<file path="src/phy_link_power_pkg.sv">
package phy_link_power_pkg;
  // Timing
  localparam int CLK_PERIOD_NS        = 20;
  localparam int RESET_INTERVAL_NS    = 2600;
  localparam int RESET_CYCLES         = (RESET_INTERVAL_NS + CLK_PERIOD_NS - 1) / CLK_PERIOD_NS;
  localparam int DISABLE_INTERVAL_NS  = 25000;
  localparam int DISABLE_CYCLES       = (DISABLE_INTERVAL_NS + CLK_PERIOD_NS - 1) / CLK_PERIOD_NS;
  localparam int LOW_COUNT_W          = $clog2(DISABLE_CYCLES + 1);
  localparam int POWERUP_WAKE_US      = 167;
  localparam int POWERUP_WAKE_CYCLES  = (POWERUP_WAKE_US * 1000) / CLK_PERIOD_NS;
  localparam int WAKE_HALF_NS         = 160;
  localparam int WAKE_HALF_CYCLES     = WAKE_HALF_NS / CLK_PERIOD_NS;
  localparam logic [2:0] MAX_WAKE_POWER_CLASS = 3'h4;
  // Synchronised pin positions
  localparam int PIN_LPS   = 0;
  localparam int PIN_CPS   = 1;
  localparam int PIN_LCLK  = 2;
  localparam int PIN_BSEL  = 3;
  localparam int PIN_LINK_REQUEST_INPUT  = 4;
  localparam int PIN_COUNT = 5;
  // Register map
  localparam logic [7:0] CTRL_ADDR   = 8'h00;
  localparam logic [7:0] STATUS_ADDR = 8'h04;
  localparam logic [7:0] EVENT_ADDR  = 8'h08;
  localparam int CTRL_LINK_ACTIVE  = 0;
  localparam int CTRL_WAKE_ON_INT  = 1;
  localparam int CTRL_CABLE_INT_EN = 2;
  localparam int CTRL_PORT_INT_LSB = 4;
  localparam logic [31:0] CTRL_RESET = 32'h00000003;
  localparam int STAT_STATE_LSB = 0;
  localparam int STAT_WAKE      = 2;
  localparam int STAT_PMC       = 3;
  localparam int STAT_INTERFACE_PROTOCOL_SELECT     = 4;
  localparam int STAT_LPS_ACT   = 5;
  localparam int STAT_LINK_RDY  = 6;
  localparam int EVT_CABLE_LOST = 0;
  localparam int EVT_LCLK_SEEN  = 1;
  localparam int EVT_PORT_LSB   = 4;
  localparam logic [1:0] HTRANS_NONSEQ = 2'h2;

  typedef enum logic [1:0] {IF_ACTIVE, IF_RESET, IF_DISABLED} iface_type;
endpackage : phy_link_power_pkg

</file>
<file path="src/phy_link_power_manager.sv">
`timescale 1ns/1ps
module phy_link_power_manager
  import phy_link_power_pkg::*;
#(
  parameter int NPORTS       = 3,
  parameter int POWERUP_WAKE = POWERUP_WAKE_CYCLES
)(
  // Clock and reset
  input  wire logic              clk,
  input  wire logic              rst,
  // AHB-Lite slave
  input  wire logic              hsel,
  input  wire logic [31:0]       haddr,
  input  wire logic [1:0]        htrans,
  input  wire logic              hwrite,
  input  wire logic [2:0]        hsize,
  input  wire logic [31:0]       hwdata,
  input  wire logic              hready,
  output logic                   hreadyout,
  output logic                   hresp,
  output logic [31:0]            hrdata,
  // Link-side pins
  input  wire logic              linkPowerStatus,
  input  wire logic              cablePowerSense,
  input  wire logic              linkClockStrap,
  input  wire logic              interfaceProtocolSelect,
  input  wire logic              linkRequestInput,
  output logic                   linkWakeOutput,
  input  wire logic [1:0]        ctlIn,
  output logic [1:0]             ctlOut,
  output logic [1:0]             ctlOe,
  input  wire logic [7:0]        dataIn,
  output logic [7:0]             dataOut,
  output logic [7:0]             dataOe,
  // Core side
  input  wire logic [NPORTS-1:0] portStateChange,
  input  wire logic              linkOnPacket,
  input  wire logic              busResetEvent,
  input  wire logic [2:0]        powerClass,
  input  wire logic [1:0]        coreCtlOut,
  input  wire logic [1:0]        coreCtlOe,
  input  wire logic [7:0]        coreDataOut,
  input  wire logic [7:0]        coreDataOe,
  output logic [1:0]             linkCtlSeen,
  output logic [7:0]             linkDataSeen,
  output logic                   linkRequestOut,
  output logic [3:0]             powerControlLines,
  output logic                   busResetRequest,
  output logic                   selfIdLinkActive,
  output logic                   phyClockEnable,
  output logic                   protocolB,
  output logic                   pmcMode
);
  localparam int HALF_W = $clog2(WAKE_HALF_CYCLES + 1);
  localparam int PWR_W  = $clog2(POWERUP_WAKE + 1);
  localparam logic [31:0] CTRL_MASK =
    32'((1 << (CTRL_PORT_INT_LSB + NPORTS)) - 1) & 32'hfffffff7;

  logic [PIN_COUNT-1:0]   pinRaw;
  logic [PIN_COUNT-1:0]   pinSync1;
  logic [PIN_COUNT-1:0]   pinSync2;
  logic [LOW_COUNT_W-1:0] lowCount;
  logic                   lpsInactive;
  logic                   disableReached;
  iface_type              ifState;
  iface_type              next_ifState;
  logic [31:0]            ctrl;
  logic                   linkActiveBit;
  logic                   linkReady;
  logic                   linkInactive;
  logic [NPORTS-1:0]      portPending;
  logic                   cableLost;
  logic                   cablePrev;
  logic                   cableFall;
  logic                   lclkPrev;
  logic                   lclkSeen;
  logic                   phyIntCond;
  logic                   wakeSet;
  logic                   wakeActive;
  logic                   afterReset;
  logic [PWR_W-1:0]       powerUpCount;
  logic                   wakeOn;
  logic [HALF_W-1:0]      halfCount;
  logic                   wakeTick;
  logic                   dWrite;
  logic [7:0]             dAddr;
  logic                   addrPhase;
  logic [31:0]            evtClear;

  // Status, strap, select and request pins cross two flops before any logic looks at them; ctlIn and dataIn do not
  assign pinRaw = {linkRequestInput, interfaceProtocolSelect, linkClockStrap,
                   cablePowerSense, linkPowerStatus};

  always_ff @(posedge clk)
  begin
    pinSync1 <= pinRaw;
    pinSync2 <= pinSync1;
  end

  // Low-time counter, saturates at the disable interval
  always_ff @(posedge clk)
  begin
    if (rst)
      lowCount <= '0;
    else if (pinSync2[PIN_LPS])
      lowCount <= '0;
    else if (!disableReached)
      lowCount <= lowCount + LOW_COUNT_W'(1);
  end

  assign lpsInactive    = lowCount > LOW_COUNT_W'(RESET_CYCLES);
  assign disableReached = lowCount == LOW_COUNT_W'(DISABLE_CYCLES);

  // Interface state ignores the link-active bit; repeater logic is never gated here
  always_comb
  begin
    next_ifState = ifState;
    unique case (ifState)
      IF_ACTIVE:   if (lpsInactive) next_ifState = IF_RESET;
      IF_RESET:
      begin
        if (!lpsInactive)
          next_ifState = IF_ACTIVE;
        else if (disableReached)
          next_ifState = IF_DISABLED;
      end
      IF_DISABLED: if (!lpsInactive) next_ifState = IF_ACTIVE;
    endcase
  end

  always_ff @(posedge clk)
  begin
    if (rst)
      ifState <= IF_RESET;
    else
      ifState <= next_ifState;
  end

  // Lines held low outside the active state; upper data lines go to power control
  always_ff @(posedge clk)
  begin
    if (rst || ifState != IF_ACTIVE)
    begin
      ctlOut         <= '0;
      ctlOe          <= 2'h3;
      dataOut        <= '0;
      dataOe         <= 8'hff;
      linkCtlSeen    <= '0;
      linkDataSeen   <= '0;
      linkRequestOut <= 1'b0;
    end
    else
    begin
      ctlOut         <= coreCtlOut;
      ctlOe          <= coreCtlOe;
      dataOut        <= coreDataOut;
      dataOe         <= pmcMode ? {4'h0, coreDataOe[3:0]} : coreDataOe;
      linkCtlSeen    <= ctlIn;
      linkDataSeen   <= dataIn;
      linkRequestOut <= pinSync2[PIN_LINK_REQUEST_INPUT];
    end
  end

  always_ff @(posedge clk)
  begin
    if (rst)
      powerControlLines <= '0;
    else
      powerControlLines <= pmcMode ? dataIn[7:4] : 4'h0;
  end

  // Strap caught while reset is held, so no async path carries it
  always_ff @(posedge clk)
  begin
    if (rst)
      pmcMode <= pinSync2[PIN_LCLK];
  end

  // Board must not change the select pin in operation
  always_ff @(posedge clk)
  begin
    if (rst)
      protocolB <= 1'b0;
    else
      protocolB <= pinSync2[PIN_BSEL];
  end

  always_ff @(posedge clk)
  begin
    if (rst)
    begin
      phyClockEnable   <= 1'b0;
      selfIdLinkActive <= 1'b0;
      busResetRequest  <= 1'b0;
    end
    else
    begin
      phyClockEnable   <= ifState != IF_DISABLED;
      selfIdLinkActive <= linkReady;
      busResetRequest  <= disableReached && pinSync2[PIN_LPS];
    end
  end

  assign linkActiveBit = ctrl[CTRL_LINK_ACTIVE];
  assign linkReady     = !lpsInactive && linkActiveBit;
  assign linkInactive  = !linkReady;

  // Interrupt sources; hardware set beats software clear
  assign cableFall = cablePrev && !pinSync2[PIN_CPS];

  always_ff @(posedge clk)
  begin
    if (rst)
    begin
      cablePrev <= 1'b0;
      lclkPrev  <= 1'b0;
    end
    else
    begin
      cablePrev <= pinSync2[PIN_CPS];
      lclkPrev  <= pinSync2[PIN_LCLK];
    end
  end

  genvar p;
  generate
    for (p = 0; p < NPORTS; p++)
    begin : g_port
      always_ff @(posedge clk)
      begin
        if (rst)
          portPending[p] <= 1'b0;
        else if (portStateChange[p] && ctrl[CTRL_PORT_INT_LSB + p])
          portPending[p] <= 1'b1;
        else if (evtClear[EVT_PORT_LSB + p])
          portPending[p] <= 1'b0;
      end
    end
  endgenerate

  always_ff @(posedge clk)
  begin
    if (rst)
      cableLost <= 1'b0;
    else if (cableFall && ctrl[CTRL_CABLE_INT_EN])
      cableLost <= 1'b1;
    else if (evtClear[EVT_CABLE_LOST])
      cableLost <= 1'b0;
  end

  always_ff @(posedge clk)
  begin
    if (rst)
      lclkSeen <= 1'b0;
    else if (lclkPrev != pinSync2[PIN_LCLK])
      lclkSeen <= 1'b1;
    else if (evtClear[EVT_LCLK_SEEN])
      lclkSeen <= 1'b0;
  end

  assign phyIntCond = (|portPending || cableLost) && ctrl[CTRL_WAKE_ON_INT];
  assign wakeSet    = linkInactive && (linkOnPacket || phyIntCond);

  always_ff @(posedge clk)
  begin
    if (rst)
      wakeActive <= 1'b0;
    else if (wakeSet)
      wakeActive <= 1'b1;
    else if (linkReady)
      wakeActive <= 1'b0;
    else if (busResetEvent && !phyIntCond)
      wakeActive <= 1'b0;
  end

  // Power-up wake window, cut short when the link comes up
  always_ff @(posedge clk)
  begin
    if (rst)
      afterReset <= 1'b1;
    else
      afterReset <= 1'b0;
  end

  always_ff @(posedge clk)
  begin
    if (rst)
      powerUpCount <= '0;
    // Idle counter reads active after reset, so only a pin seen high cuts the window
    else if (linkReady && pinSync2[PIN_LPS])
      powerUpCount <= '0;
    else if (afterReset && powerClass <= MAX_WAKE_POWER_CLASS)
      powerUpCount <= PWR_W'(POWERUP_WAKE);
    else if (powerUpCount != '0)
      powerUpCount <= powerUpCount - PWR_W'(1);
  end

  assign wakeOn   = wakeActive || powerUpCount != '0;
  assign wakeTick = halfCount == HALF_W'(WAKE_HALF_CYCLES - 1);

  always_ff @(posedge clk)
  begin
    if (rst || !wakeOn)
    begin
      halfCount      <= '0;
      linkWakeOutput <= 1'b0;
    end
    else if (wakeTick)
    begin
      halfCount      <= '0;
      linkWakeOutput <= !linkWakeOutput;
    end
    else
      halfCount <= halfCount + HALF_W'(1);
  end

  // Bus slave: zero wait states, read data registered in the address phase
  assign hreadyout = 1'b1;
  assign hresp     = 1'b0;
  assign addrPhase = hsel && hready && htrans == HTRANS_NONSEQ;
  assign evtClear  = (dWrite && dAddr == EVENT_ADDR) ? hwdata : 32'h0;

  always_ff @(posedge clk)
  begin
    if (rst)
    begin
      dWrite <= 1'b0;
      dAddr  <= '0;
    end
    else
    begin
      dWrite <= addrPhase && hwrite;
      dAddr  <= haddr[7:0];
    end
  end

  always_ff @(posedge clk)
  begin
    if (rst)
      ctrl <= CTRL_RESET;
    else if (dWrite && dAddr == CTRL_ADDR)
      ctrl <= hwdata & CTRL_MASK;
  end

  always_ff @(posedge clk)
  begin
    if (rst)
      hrdata <= '0;
    else if (addrPhase && !hwrite)
    begin
      hrdata <= '0;
      unique case (haddr[7:0])
        CTRL_ADDR:   hrdata <= ctrl;
        STATUS_ADDR:
        begin
          hrdata[STAT_STATE_LSB +: 2] <= ifState;
          hrdata[STAT_WAKE]           <= wakeOn;
          hrdata[STAT_PMC]            <= pmcMode;
          hrdata[STAT_INTERFACE_PROTOCOL_SELECT]          <= protocolB;
          hrdata[STAT_LPS_ACT]        <= !lpsInactive;
          hrdata[STAT_LINK_RDY]       <= linkReady;
        end
        EVENT_ADDR:
        begin
          hrdata[EVT_CABLE_LOST]              <= cableLost;
          hrdata[EVT_LCLK_SEEN]               <= lclkSeen;
          hrdata[EVT_PORT_LSB +: NPORTS]      <= portPending;
        end
        default:     hrdata <= '0;
      endcase
    end
  end
endmodule : phy_link_power_manager

</file>
<file path="config.mk">
export PLATFORM = sky130hd
export DESIGN_NAME = phy_link_power_manager
export DESIGN_NICKNAME = d
export VERILOG_FILES = /design/src/phy_link_power_pkg.sv /design/src/phy_link_power_manager.sv
export SDC_FILE = /design/constraint.sdc
export NUM_CORES = 1
export LEC_CHECK = 0
export CAP_MARGIN = 30
export CELL_PAD_IN_SITES_DETAIL_PLACEMENT = 1
export CELL_PAD_IN_SITES_GLOBAL_PLACEMENT = 1
export CORE_MARGIN = 1
export CORE_UTILIZATION = 49
export CTS_CLUSTER_SIZE = 16
export DETAILED_ROUTE_END_ITERATION = 12
export DONT_BUFFER_PORTS = 1
export GPL_TIMING_DRIVEN = 0
export PLACE_DENSITY = 0.9
export SYNTH_ARGS = -nofsm -noshare
export SYNTH_HDL_FRONTEND = slang
export SYNTH_SLANG_ARGS = --single-unit
export TNS_END_PERCENT = 20
</file>
<file path="constraint.sdc">
create_clock -name clk -period 4.9 [get_ports clk]
set_input_delay 0 -clock clk [delete_from_list [all_inputs] [get_ports clk]]
set_output_delay 0 -clock clk [all_outputs]
set_load 0.1 [all_outputs]
</file>
==> metrics.yaml, run 1 <==
outcome: "finished clean"
dp_hpwl_um: 7430
critPathBufInv: 2
rr_startpoint: "powerUpCount[0]$_SDFFE_PP0P_"
timing.hold.ws_ns: 0.0277
r2r_cells: 8
slew_viol_final: 0
cts.repair.resized: 0
ff2ff_setup_slack_ns: 2.61
path_depth: 8
port-buffer-count: 0
final-seq-area_um2: 2270
finalNetCount: 677
power.density_nw_per_um2: 492
crit_arrival_ns: 2.71
hold_path_startpoint: "linkClockStrap"
worstMarginPinSlew_ns: 1.05
max_freq_mhz: 437
clockRootBuffer: "clkbuf_8"
worstSetupEndpointType: "register"
timing.setup.tns_ns: 0
critPathLaunchType: "register"
worst_slack_ns: 2.61
post_synth_most_frequent_cells: "dfxtp_1 (112), nor2_1 (50), buf_4 (28)"
min_path_cells: 1
holdBufCountCts: 62
detailroute.via_count: 3862
dieArea_um2: 9170
synth_area_per_cell_um2: 9.85
synth-warning-count: 0
nFillCells: 868
postSynth.topFlopCell: "dfxtp_1"
via_per_inst: 5.76
synth_enable_flop_cells: 1
clockBufferDepth: 2
fin_skew_ns: 0.00988
detail_route.wirelength_um: 16800
max_cap_check_violation_count: 0
clock_insertion_delay_worst_skew_ns: 0.53
crit_path_max_incr_delay_ns: 0.48
final_period_minus_worst_setup_slack_ns: 2.29
grt_usage: 0.364
post_route_drc_violation_count: 0
initial_core_utilization: 0.516
finalWeightedCongestion: 0.826
synth_instances: 437
overflow: 0
synth_top_cells_by_area: "dfxtp_1 (52%), buf_4 (4.9%), nor2_1 (4.4%), and2_1 (3.9%), xor2_1 (2.6%)"
worst-path-max-fanout: 10
layout-drive-gt1-share: 0.138
cts_post_setup_buffers_inserted: 0
cp_cell_sequence: "inv_1 > ha_1 > nor3b_1 > nand4_1 > clkbuf_1 > nand4_1 > xor2_1 > nor2_1"
worstSetupPathType: "register to register"
timing.max_slew.rel_slack: 0.301
final_min_period_over_clock_period: 0.467
clkTransAtPathRegs_ns: 0.06
synth.top_cell.area_share: 0.521
num_io_pins: 192
drt.antenna.violating_nets: 0
postSynthRegisterBits: 113
clock_sinks: 113
crit_slowest_cell: "dfxtp_1"
num_rows: 33
multiInputGateArea_um2: 1800
clock_tree_from_tritoncts: "done"
netlist_area_um2: 4310
total_cts_buffers: 17
worst_hold_path_type: "input pin to register"
synth.distinct_cells: 51
core_box_area_um2: 8340
htree_num_levels: 4
final_hold_violations: 0
static-leakage-power_nw: 2.47
dp.cells: 571
first_pass_iters: 5
share_of_async_settable_or_async_resettable_flops_after_synthesis: 0
final-instance-count-excl-fill: 670
synth-seq-area-share: 0.528
grt_first_pass_wirelength_um: 23500
die_width_um: 95.7
cpLargestDelayFamily: "simple AND/OR/NAND/NOR gates"
routedWlPerCell_um: 25.1
die_y_um: 95.7
dp_worst_setup_slack_ns: 2.94
worst_ir_drop_vdd_uv: 254
yosys.cell_count.top_type: "dfxtp_1"
reg2reg_to: "powerUpCount[10]$_SDFFE_PP0P_"
grt_pass1_vias: 4101
worst-endpoint-required_ns: 5.32
synthDominantAreaCellType: "dfxtp_1"
critical-path-top-cell-by-count: "nand4_1"
report.final.setup_viol: 0
initialDrtViolationCount: 213
hold_end: "pinSync1[2]$_DFF_P_"
area_growth_pct: 35.9
grt_antenna_before_repair: 0
grt_start_max_net_pins: 17
grt_setup_unrepaired: "false"
insertedDiodeCount: 0
==> registers in the layout, summed over array words and instances (netlist names), 2 cells and up <==
| register | cells |
|---|---|
| dataOut | 8 |
| pinSync2 | 5 |
| halfCount | 4 |
| powerControlLines | 4 |
| pinSync1 | 5 |
| ctrl | 6 |
| linkDataSeen | 8 |
| powerUpCount | 14 |
| ctlOut | 2 |
| lowCount | 11 |
| dAddr | 8 |
| linkCtlSeen | 2 |
| ctlOe | 2 |
| portPending | 3 |
| hrdata | 7 |
| ifState | 2 |
| dataOe | 8 |
==> layer usage <==
metal	GRT usage	vias up	wire length, um
met1	0.349	1865	5540
met3	0.111	81	1310
li1	-	1648	-
met4	0.198	0	881
met2	0.689	268	9100
met5	0	-	0
==> per-stage QoR <==
| stage | area (um^2) | utilization | power, mW |
|---|---|---|---|
| global route | 5850 | 0.701 | 2.94 |
| CTS | 5780 | 0.693 | 2.78 |
| detailed placement | 4600 | 0.552 | 1.58 |
| finish | 5850 | 0.701 | 2.88 |
| floorplan | 4400 | - | 1.51 |
| global placement | 4530 | 0.543 | 1.56 |
==> worst register-to-register path: cells and delay by family (launching register included) <==
kind / cells / cell delay [ns]
xor gates and xnor gates: 1 / 0.24
DFF: 1 / 0.48
adders and majority gates: 1 / 0.26
and+or+nand+nor: 4 / 0.61
buffers and inverters: 2 / 0.61
==> worst max-delay path by stage <==
stage | start | to | slack [ns]
floorplan | lowCount[2]$_SDFFE_PP0P_ | ifState[0]$_SDFFE_PP1P_ | 3.18
global placement | powerUpCount[0]$_SDFFE_PP0P_ | powerUpCount[4]$_SDFFE_PP0P_ | 3.02
detailed placement | powerUpCount[0]$_SDFFE_PP0P_ | powerUpCount[8]$_SDFFE_PP0P_ | 2.94
CTS | powerUpCount[0]$_SDFFE_PP0P_ | powerUpCount[10]$_SDFFE_PP0P_ | 2.78
global route | powerUpCount[0]$_SDFFE_PP0P_ | powerUpCount[4]$_SDFFE_PP0P_ | 2.50
finish | powerUpCount[0]$_SDFFE_PP0P_ | powerUpCount[10]$_SDFFE_PP0P_ | 2.61
==> kinds of logic after synthesis <==
family	Yosys count	share of synthesized area
AO/OA/AOI/OAI	47	0.0724
buffers and inverters	57	0.0764
XOR/XNOR	20	0.0407
other	2	0.00174
AND/OR/NAND/NOR	178	0.230
adder cells (fa/ha/maj)	8	0.0232
flip-flops	113	0.528
multiplexers	12	0.0282
==> power breakdown <==
part	internal, mW	switching, mW	total, mW
logic	0.154	0.291	0.445
clock network	0.687	0.525	1.21
registers	0.980	0.240	1.22
total	1.82	1.06	2.88
==> layout make-up <==
cell class / instances / area share
plain buffers: 43 / 0.0473
well taps: 105 / 0.0225
multi-input cells: 292 / 0.307
repair buffers: 71 / 0.129
clock inverters: 15 / 0.0252
flip-flops and latches: 113 / 0.388
inverters: 14 / 0.00898
clock buffers: 17 / 0.0708
==> cells in the final DEF (no fill, tap or decap), types with 3 or more instances in the layout <==
master / instances
a21oi_1: 13
a22oi_1: 7
a31oi_1: 3
and2_1: 27
buf_16: 4
buf_4: 28
clkbuf_1: 15
clkbuf_16: 16
clkinvlp_4: 3
conb_1: 27
dfxtp_1: 112
dlygate4sd3_1: 62
ha_1: 8
inv_1: 14
inv_6: 7
mux2i_1: 11
nand2_1: 15
nand2b_1: 9
nand3_1: 9
nand3b_1: 3
nand4_1: 8
nand4b_1: 3
nor2_1: 50
nor2b_1: 18
nor3_1: 11
nor3b_1: 5
nor4_1: 6
o21ai_0: 11
xnor2_1: 7
xor2_1: 13
Power figures use the tool's default switching activity.
==> run 2: changes to the inputs <==
CORE_UTILIZATION = 41   (was 49)
PLACE_DENSITY = 0.81   (was 0.9)
clock period = 1.9 ns   (was 4.9 ns; I/O delays follow)
==> run 2 against run 1 <==
Against the previous run: first-iteration DRC count decreased by 12%; non-clock buffer count down 6; count of clock-buffer cells in the layout unchanged; design area rose by 1.2%; combinational power increased to 2.8 times the previous value; final cell count rose by 3.9%; global-route usage down 9.8 points; clock skew about the same; maximum frequency is 21% higher; sequential share of layout area shrank 0.27 points; clock power grew to 2.5 times the previous value; critical path type unchanged; highest routed layer unchanged.
==> metrics.yaml, run 2 (synthesis results as in run 1) <==
core_box_area_um2: 10200
dp.cells: 598
clock_insertion_delay_worst_skew_ns: 0.52
initial_core_utilization: 0.421
grt_usage: 0.267
timing.hold.ws_ns: 0.0321
fin_skew_ns: 0.0103
initialDrtViolationCount: 188
static-leakage-power_nw: 2.48
port-buffer-count: 0
drt.antenna.violating_nets: 0
clockRootBuffer: "clkbuf_8"
final-instance-count-excl-fill: 696
placed_area_um2: 4570
finalNetCount: 671
detailroute.via_count: 3631
post_route_drc_violation_count: 0
final_period_minus_worst_setup_slack_ns: 1.89
worst_ir_drop_vdd_uv: 658
worst-endpoint-required_ns: 2.33
num_rows: 37
htree_num_levels: 4
dp_worst_setup_slack_ns: -0.0554
clock_sinks: 113
via_per_inst: 5.22
clockBufferDepth: 2
report.final.setup_viol: 0
worstSetupPathType: "register to register"
routed-wl-met2_um: 7740
worst_slack_ns: 0.0108
die_width_um: 104
grt_pass1_vias: 3996
slew_viol_final: 0
first_pass_iters: 7
finalWeightedCongestion: 0.742
grt_start_max_net_pins: 17
area_growth_pct: 37.5
total_cts_buffers: 17
worst_hold_path_type: "input pin to register"
routedLengthMet1_um: 5160
grt_setup_unrepaired: "true"
number_of_flip_flops_in_the_largest_register: 14
crit_arrival_ns: 2.32
postLayoutCellArea_um2: 5920
timing.max_slew.rel_slack: 0.296
max_freq_mhz: 529
final_core_utilization: 0.579
outcome: "finished clean"
final_min_period_over_clock_period: 0.994
dieArea_um2: 10900
max_cap_check_violation_count: 0
most-common-layout-cells: "dfxtp_1 (107), dlygate4sd3_1 (60), nor2_1 (49)"
detail_route.wirelength_um: 14400
worstMarginPinSlew_ns: 1.05
dr.max_layer_used: "met4"
routedWlPerCell_um: 20.7
wl_met3_um: 809
worst-path-max-fanout: 8
clkTransAtPathRegs_ns: 0.06
dp_hpwl_um: 7260
worstSetupEndpointType: "register"
grt_antenna_before_repair: 1
final_hold_violations: 0
clock_tree_from_tritoncts: "done"
die_y_um: 104
critPathLaunchType: "register"
power.density_nw_per_um2: 1260
final_common_cell: "dfxtp_1"
max_flop_register: "powerUpCount"
grt_first_pass_wirelength_um: 21900
layout-drive-gt1-share: 0.175
overflow: 0
largestRegisters: "powerUpCount: 14 flops, lowCount: 11 flops"
num_io_pins: 192
==> run 2: per-layer routing <==
metal  vias to the layer above  global-route usage
met5                         -                   0
met2                       156               0.490
li1                       1646                   -
met1                      1783               0.262
met3                        46              0.0752
met4                         0               0.166
==> run 2: layout make-up <==
class / instances / area [um^2]
antenna: 1 / 2.50
buffer: 42 / 288
clock buffer: 17 / 414
clock inverter: 15 / 154
fill: 1093 / 4310
inverter: 14 / 55.1
multi-input combinational: 292 / 1890
sequential: 113 / 2280
tap: 136 / 170
timing repair buffer: 66 / 663
==> run 2: stage by stage <==
stage	setup TNS [ns]	power, mW
after global placement	0	4.02
final	0	7.48
after detailed placement	-0.103	4.07
after CTS	-0.0134	7.23
after global routing	-0.0894	7.70
after floorplan	0	3.91
==> run 2: what timing repair did <==
item	4_1_cts	5_1_grt
endpoints found under the hold margin	76	0
setup buffers	0	4
pin swaps	1	3
resized for setup	8	27
hold buffers	60	0
setup endpoints to repair	12	25
cloned	0	1
==> run 2: final timing paths <==
path / depth (start not counted) / to / startpoint / slack (ns)
setup reg to reg: 8 / powerUpCount[0]$_SDFFE_PP0P_ / lowCount[0]$_SDFFE_PP0P_ / 0.01
setup / recovery: 8 / powerUpCount[0]$_SDFFE_PP0P_ / lowCount[0]$_SDFFE_PP0P_ / 0.01
hold reg to reg: 0 / pinSync2[1]$_DFF_P_ / pinSync1[1]$_DFF_P_ / 0.33
hold / removal: 1 / pinSync1[4]$_DFF_P_ / linkRequestInput / 0.03
==> run 2: power by group <==
group,switching (mW),internal (mW)
clock network,1.29,1.78
logic,0.773,0.491
registers,0.618,2.53
==> run 2: worst max-delay path, stage by stage, from the launching register on <==
cell	delay [ns]
dfxtp_2	0.39
inv_1	0.08
ha_1	0.21
nor2b_1	0.19
o41ai_4	0.12
a41o_4	0.30
nand2b_1	0.15
buf_4	0.18
nor2_2	0.17
==> run 3: changes to the inputs <==
ABC_AREA = 1   (was unset)
CORE_UTILIZATION = 40   (was 41)
PLACE_DENSITY = 0.82   (was 0.81)
==> run 3 against run 2 <==
Against the previous run: critical path depth rose by 1; design area rose by 1.1%; routed wire length fell by 9.4%; sequential cell count did not move; clock skew rose by 0.0015 ns; synthesized cell count rose by 25%.
==> metrics.yaml, run 3 <==
via_per_inst: 4.82
static-leakage-power_nw: 2.74
outcome: "finished clean"
htree_num_levels: 4
synth_area_per_cell_um2: 8.30
synth_compound_gate_area_share: 0.0790
max_freq_mhz: 577
power.density_nw_per_um2: 1310
timing.max_slew.rel_slack: 0.315
dieArea_um2: 11800
synth_top_cells_by_area: "dfxtp_1 (49%), inv_1 (6.0%), nand2_1 (6.0%), nor2_1 (5.7%), buf_4 (4.6%)"
final_period_minus_worst_setup_slack_ns: 1.73
p_int_mw: 4.84
initialDrtViolationCount: 228
sw_frac_of_total: 0.384
worstSetupEndpointType: "register"
synth_top_family_by_area: "simple AND/OR/NAND/NOR gates"
clock_tree_from_tritoncts: "done"
grt_pass1_vias: 4286
worst-path-max-fanout: 6
postSynthRegisterBits: 113
routedWlPerCell_um: 16.2
post_synth_and_or_nand_nor_area_fraction: 0.258
grt_start_max_net_pins: 17
total_switching_power_mw: 3.02
grt_usage: 0.238
clockRootBuffer: "clkbuf_16"
crit_slowest_cell: "dfxtp_1"
grt_first_pass_wirelength_um: 20700
critPathLaunchType: "register"
share_of_async_settable_or_async_resettable_flops_after_synthesis: 0
area_growth_pct: 31.7
post_synthesis_adder_cell_area_fraction: 0.0220
synth.distinct_cells: 40
detailroute.via_count: 3877
yosys.cell_count.top_type: "dfxtp_1"
detail_route.wirelength_um: 13000
finalWeightedCongestion: 0.842
num_rows: 38
xor_and_xnor_fraction_of_the_mapped_netlist_area: 0.0212
synth-warning-count: 0
critical-path-top-cell-by-count: "inv_1"
worst_ir_drop_vdd_uv: 842
dp_hpwl_um: 8410
final_hold_violations: 0
worst_hold_path_type: "input pin to register"
crit_path_max_incr_delay_ns: 0.32
final-instance-count-excl-fill: 804
synth-seq-area-share: 0.500
total_cts_buffers: 17
synth.top_cell.area_share: 0.493
max_flop_register: "powerUpCount"
port-buffer-count: 0
max_cap_check_violation_count: 0
synth_instances: 548
clock_sinks: 113
clkTransAtPathRegs_ns: 0.06
crit_arrival_ns: 2.04
synth_enable_flop_cells: 1
num_io_pins: 192
post_route_drc_violation_count: 0
most-common-layout-cells: "dfxtp_1 (112), inv_1 (73), nand2_1 (73)"
power.clock.fraction: 0.382
postSynth.topFlopCell: "dfxtp_1"
cp_cell_sequence: "inv_1 > ha_1 > inv_1 > nor3_1 > nand3_4 > o21ai_2 > inv_2 > nand2_2 > nor2_1"
nFillCells: 1319
report.final.setup_viol: 0
finalNetCount: 776
dp.cells: 714
largestRegisters: "powerUpCount: 14 flops, lowCount: 11 flops"
overflow: 0
post_synth_most_frequent_cells: "dfxtp_1 (112), inv_1 (73), nand2_1 (73)"
clockBufferDepth: 2
worstSetupPathType: "register to register"
core_box_area_um2: 10900
clock_insertion_delay_worst_skew_ns: 0.43
insertedDiodeCount: 0
p_seq_frac: 0.444
die_y_um: 109
drt.antenna.violating_nets: 0
grt_antenna_before_repair: 0
initial_core_utilization: 0.416
first_pass_iters: 4
worst-endpoint-required_ns: 2.21
timing.setup.tns_ns: 0
worstMarginPinSlew_ns: 1.03
layout-drive-gt1-share: 0.185
netlist_area_um2: 4550
final_common_cell: "dfxtp_1"
slew_viol_final: 0
combPwrFrac: 0.174
final_min_period_over_clock_period: 0.912
synth_mux_area_frac: 0
die_width_um: 109
grt_setup_unrepaired: "false"
synthDominantAreaCellType: "dfxtp_1"
number_of_flip_flops_in_the_largest_register: 14
fin_skew_ns: 0.0117
==> run 3: final timing paths <==
| path | startpoint | to | slack [ns] | depth (start not counted) |
|---|---|---|---|---|
| worst max-delay path | powerUpCount[0]$_SDFFE_PP0P_ | halfCount[3]$_SDFF_PP0_ | 0.17 | 9 |
| worst min-delay path | hwrite | hrdata[3]$_SDFFE_PP0P_ | 0.03 | 4 |
| worst max register to register | powerUpCount[0]$_SDFFE_PP0P_ | halfCount[3]$_SDFF_PP0_ | 0.17 | 9 |
| worst min register to register | pinSync1[3]$_DFF_P_ | pinSync2[3]$_DFF_P_ | 0.33 | 0 |
==> run 3: layout make-up <==
| class | instances | area, um^2 | share of cell area |
|---|---|---|---|
| Multi-Input combinational cell | 346 | 1830 | 0.306 |
| Timing Repair Buffer | 59 | 608 | 0.102 |
| Tap cell | 140 | 175 | 0.0293 |
| Sequential cell | 113 | 2270 | 0.380 |
| Clock buffer | 17 | 425 | 0.0711 |
| Inverter | 80 | 300 | 0.0502 |
| Clock inverter | 15 | 138 | 0.0230 |
| Buffer | 34 | 238 | 0.0397 |
==> run 3: power groups by stage <==
stage	Sequential, mW	Clock (mW)	Combinational (mW)
global placement	3.52	0	1.16
detailed placement	3.53	0	1.24
floorplan	3.49	0	1.02
finish	3.49	3.00	1.37
global route	3.51	3.15	1.51
CTS	3.48	3.04	1.36
==> run 3: timing repair <==
item	4_1_cts	5_1_grt
resized for setup	0	0
hold endpoints to repair	68	0
hold buffers	58	0
endpoints found under the setup margin	0	0
setup buffers	0	0
==> run 3: cell families (layout without fill, tap and decap cells) <==
logic type / Yosys count / count (layout)
other cells: 2 / 27
flops: 113 / 113
buf+inv: 114 / 205
xor+xnor: 11 / 11
simple gates: 237 / 237
compound gates: 63 / 63
fa+ha+maj: 8 / 8
==> run 3: worst max-delay path: cells and delay by family (launching register included) <==
family,cells,cell delay (ns)
compound gates,1,0.25
flops,1,0.32
fa+ha+maj,1,0.18
buf+inv,3,0.26
simple gates,4,0.59
==> run 3: metal layers <==
layer,track usage,wire length (um)
met1,0.225,4820
met2,0.451,7140
met3,0.0741,641
met4,0.132,441
met5,0,0
==> run 3: metrics by stage <==
stage                     utilization  power [mW]  worst slack (ns)  area [um^2]  hold slack (ns)
after floorplan                     -        4.51             0.446         4640           0.0277
after global placement          0.440        4.68             0.148         4820           0.0278
after detailed placement        0.443        4.77             0.211         4840           0.0278
after CTS                       0.547        7.88             0.170         5990          0.00549
after global routing            0.547        8.17            0.0442         5990           0.0552
final                           0.547        7.86             0.167         5990           0.0268
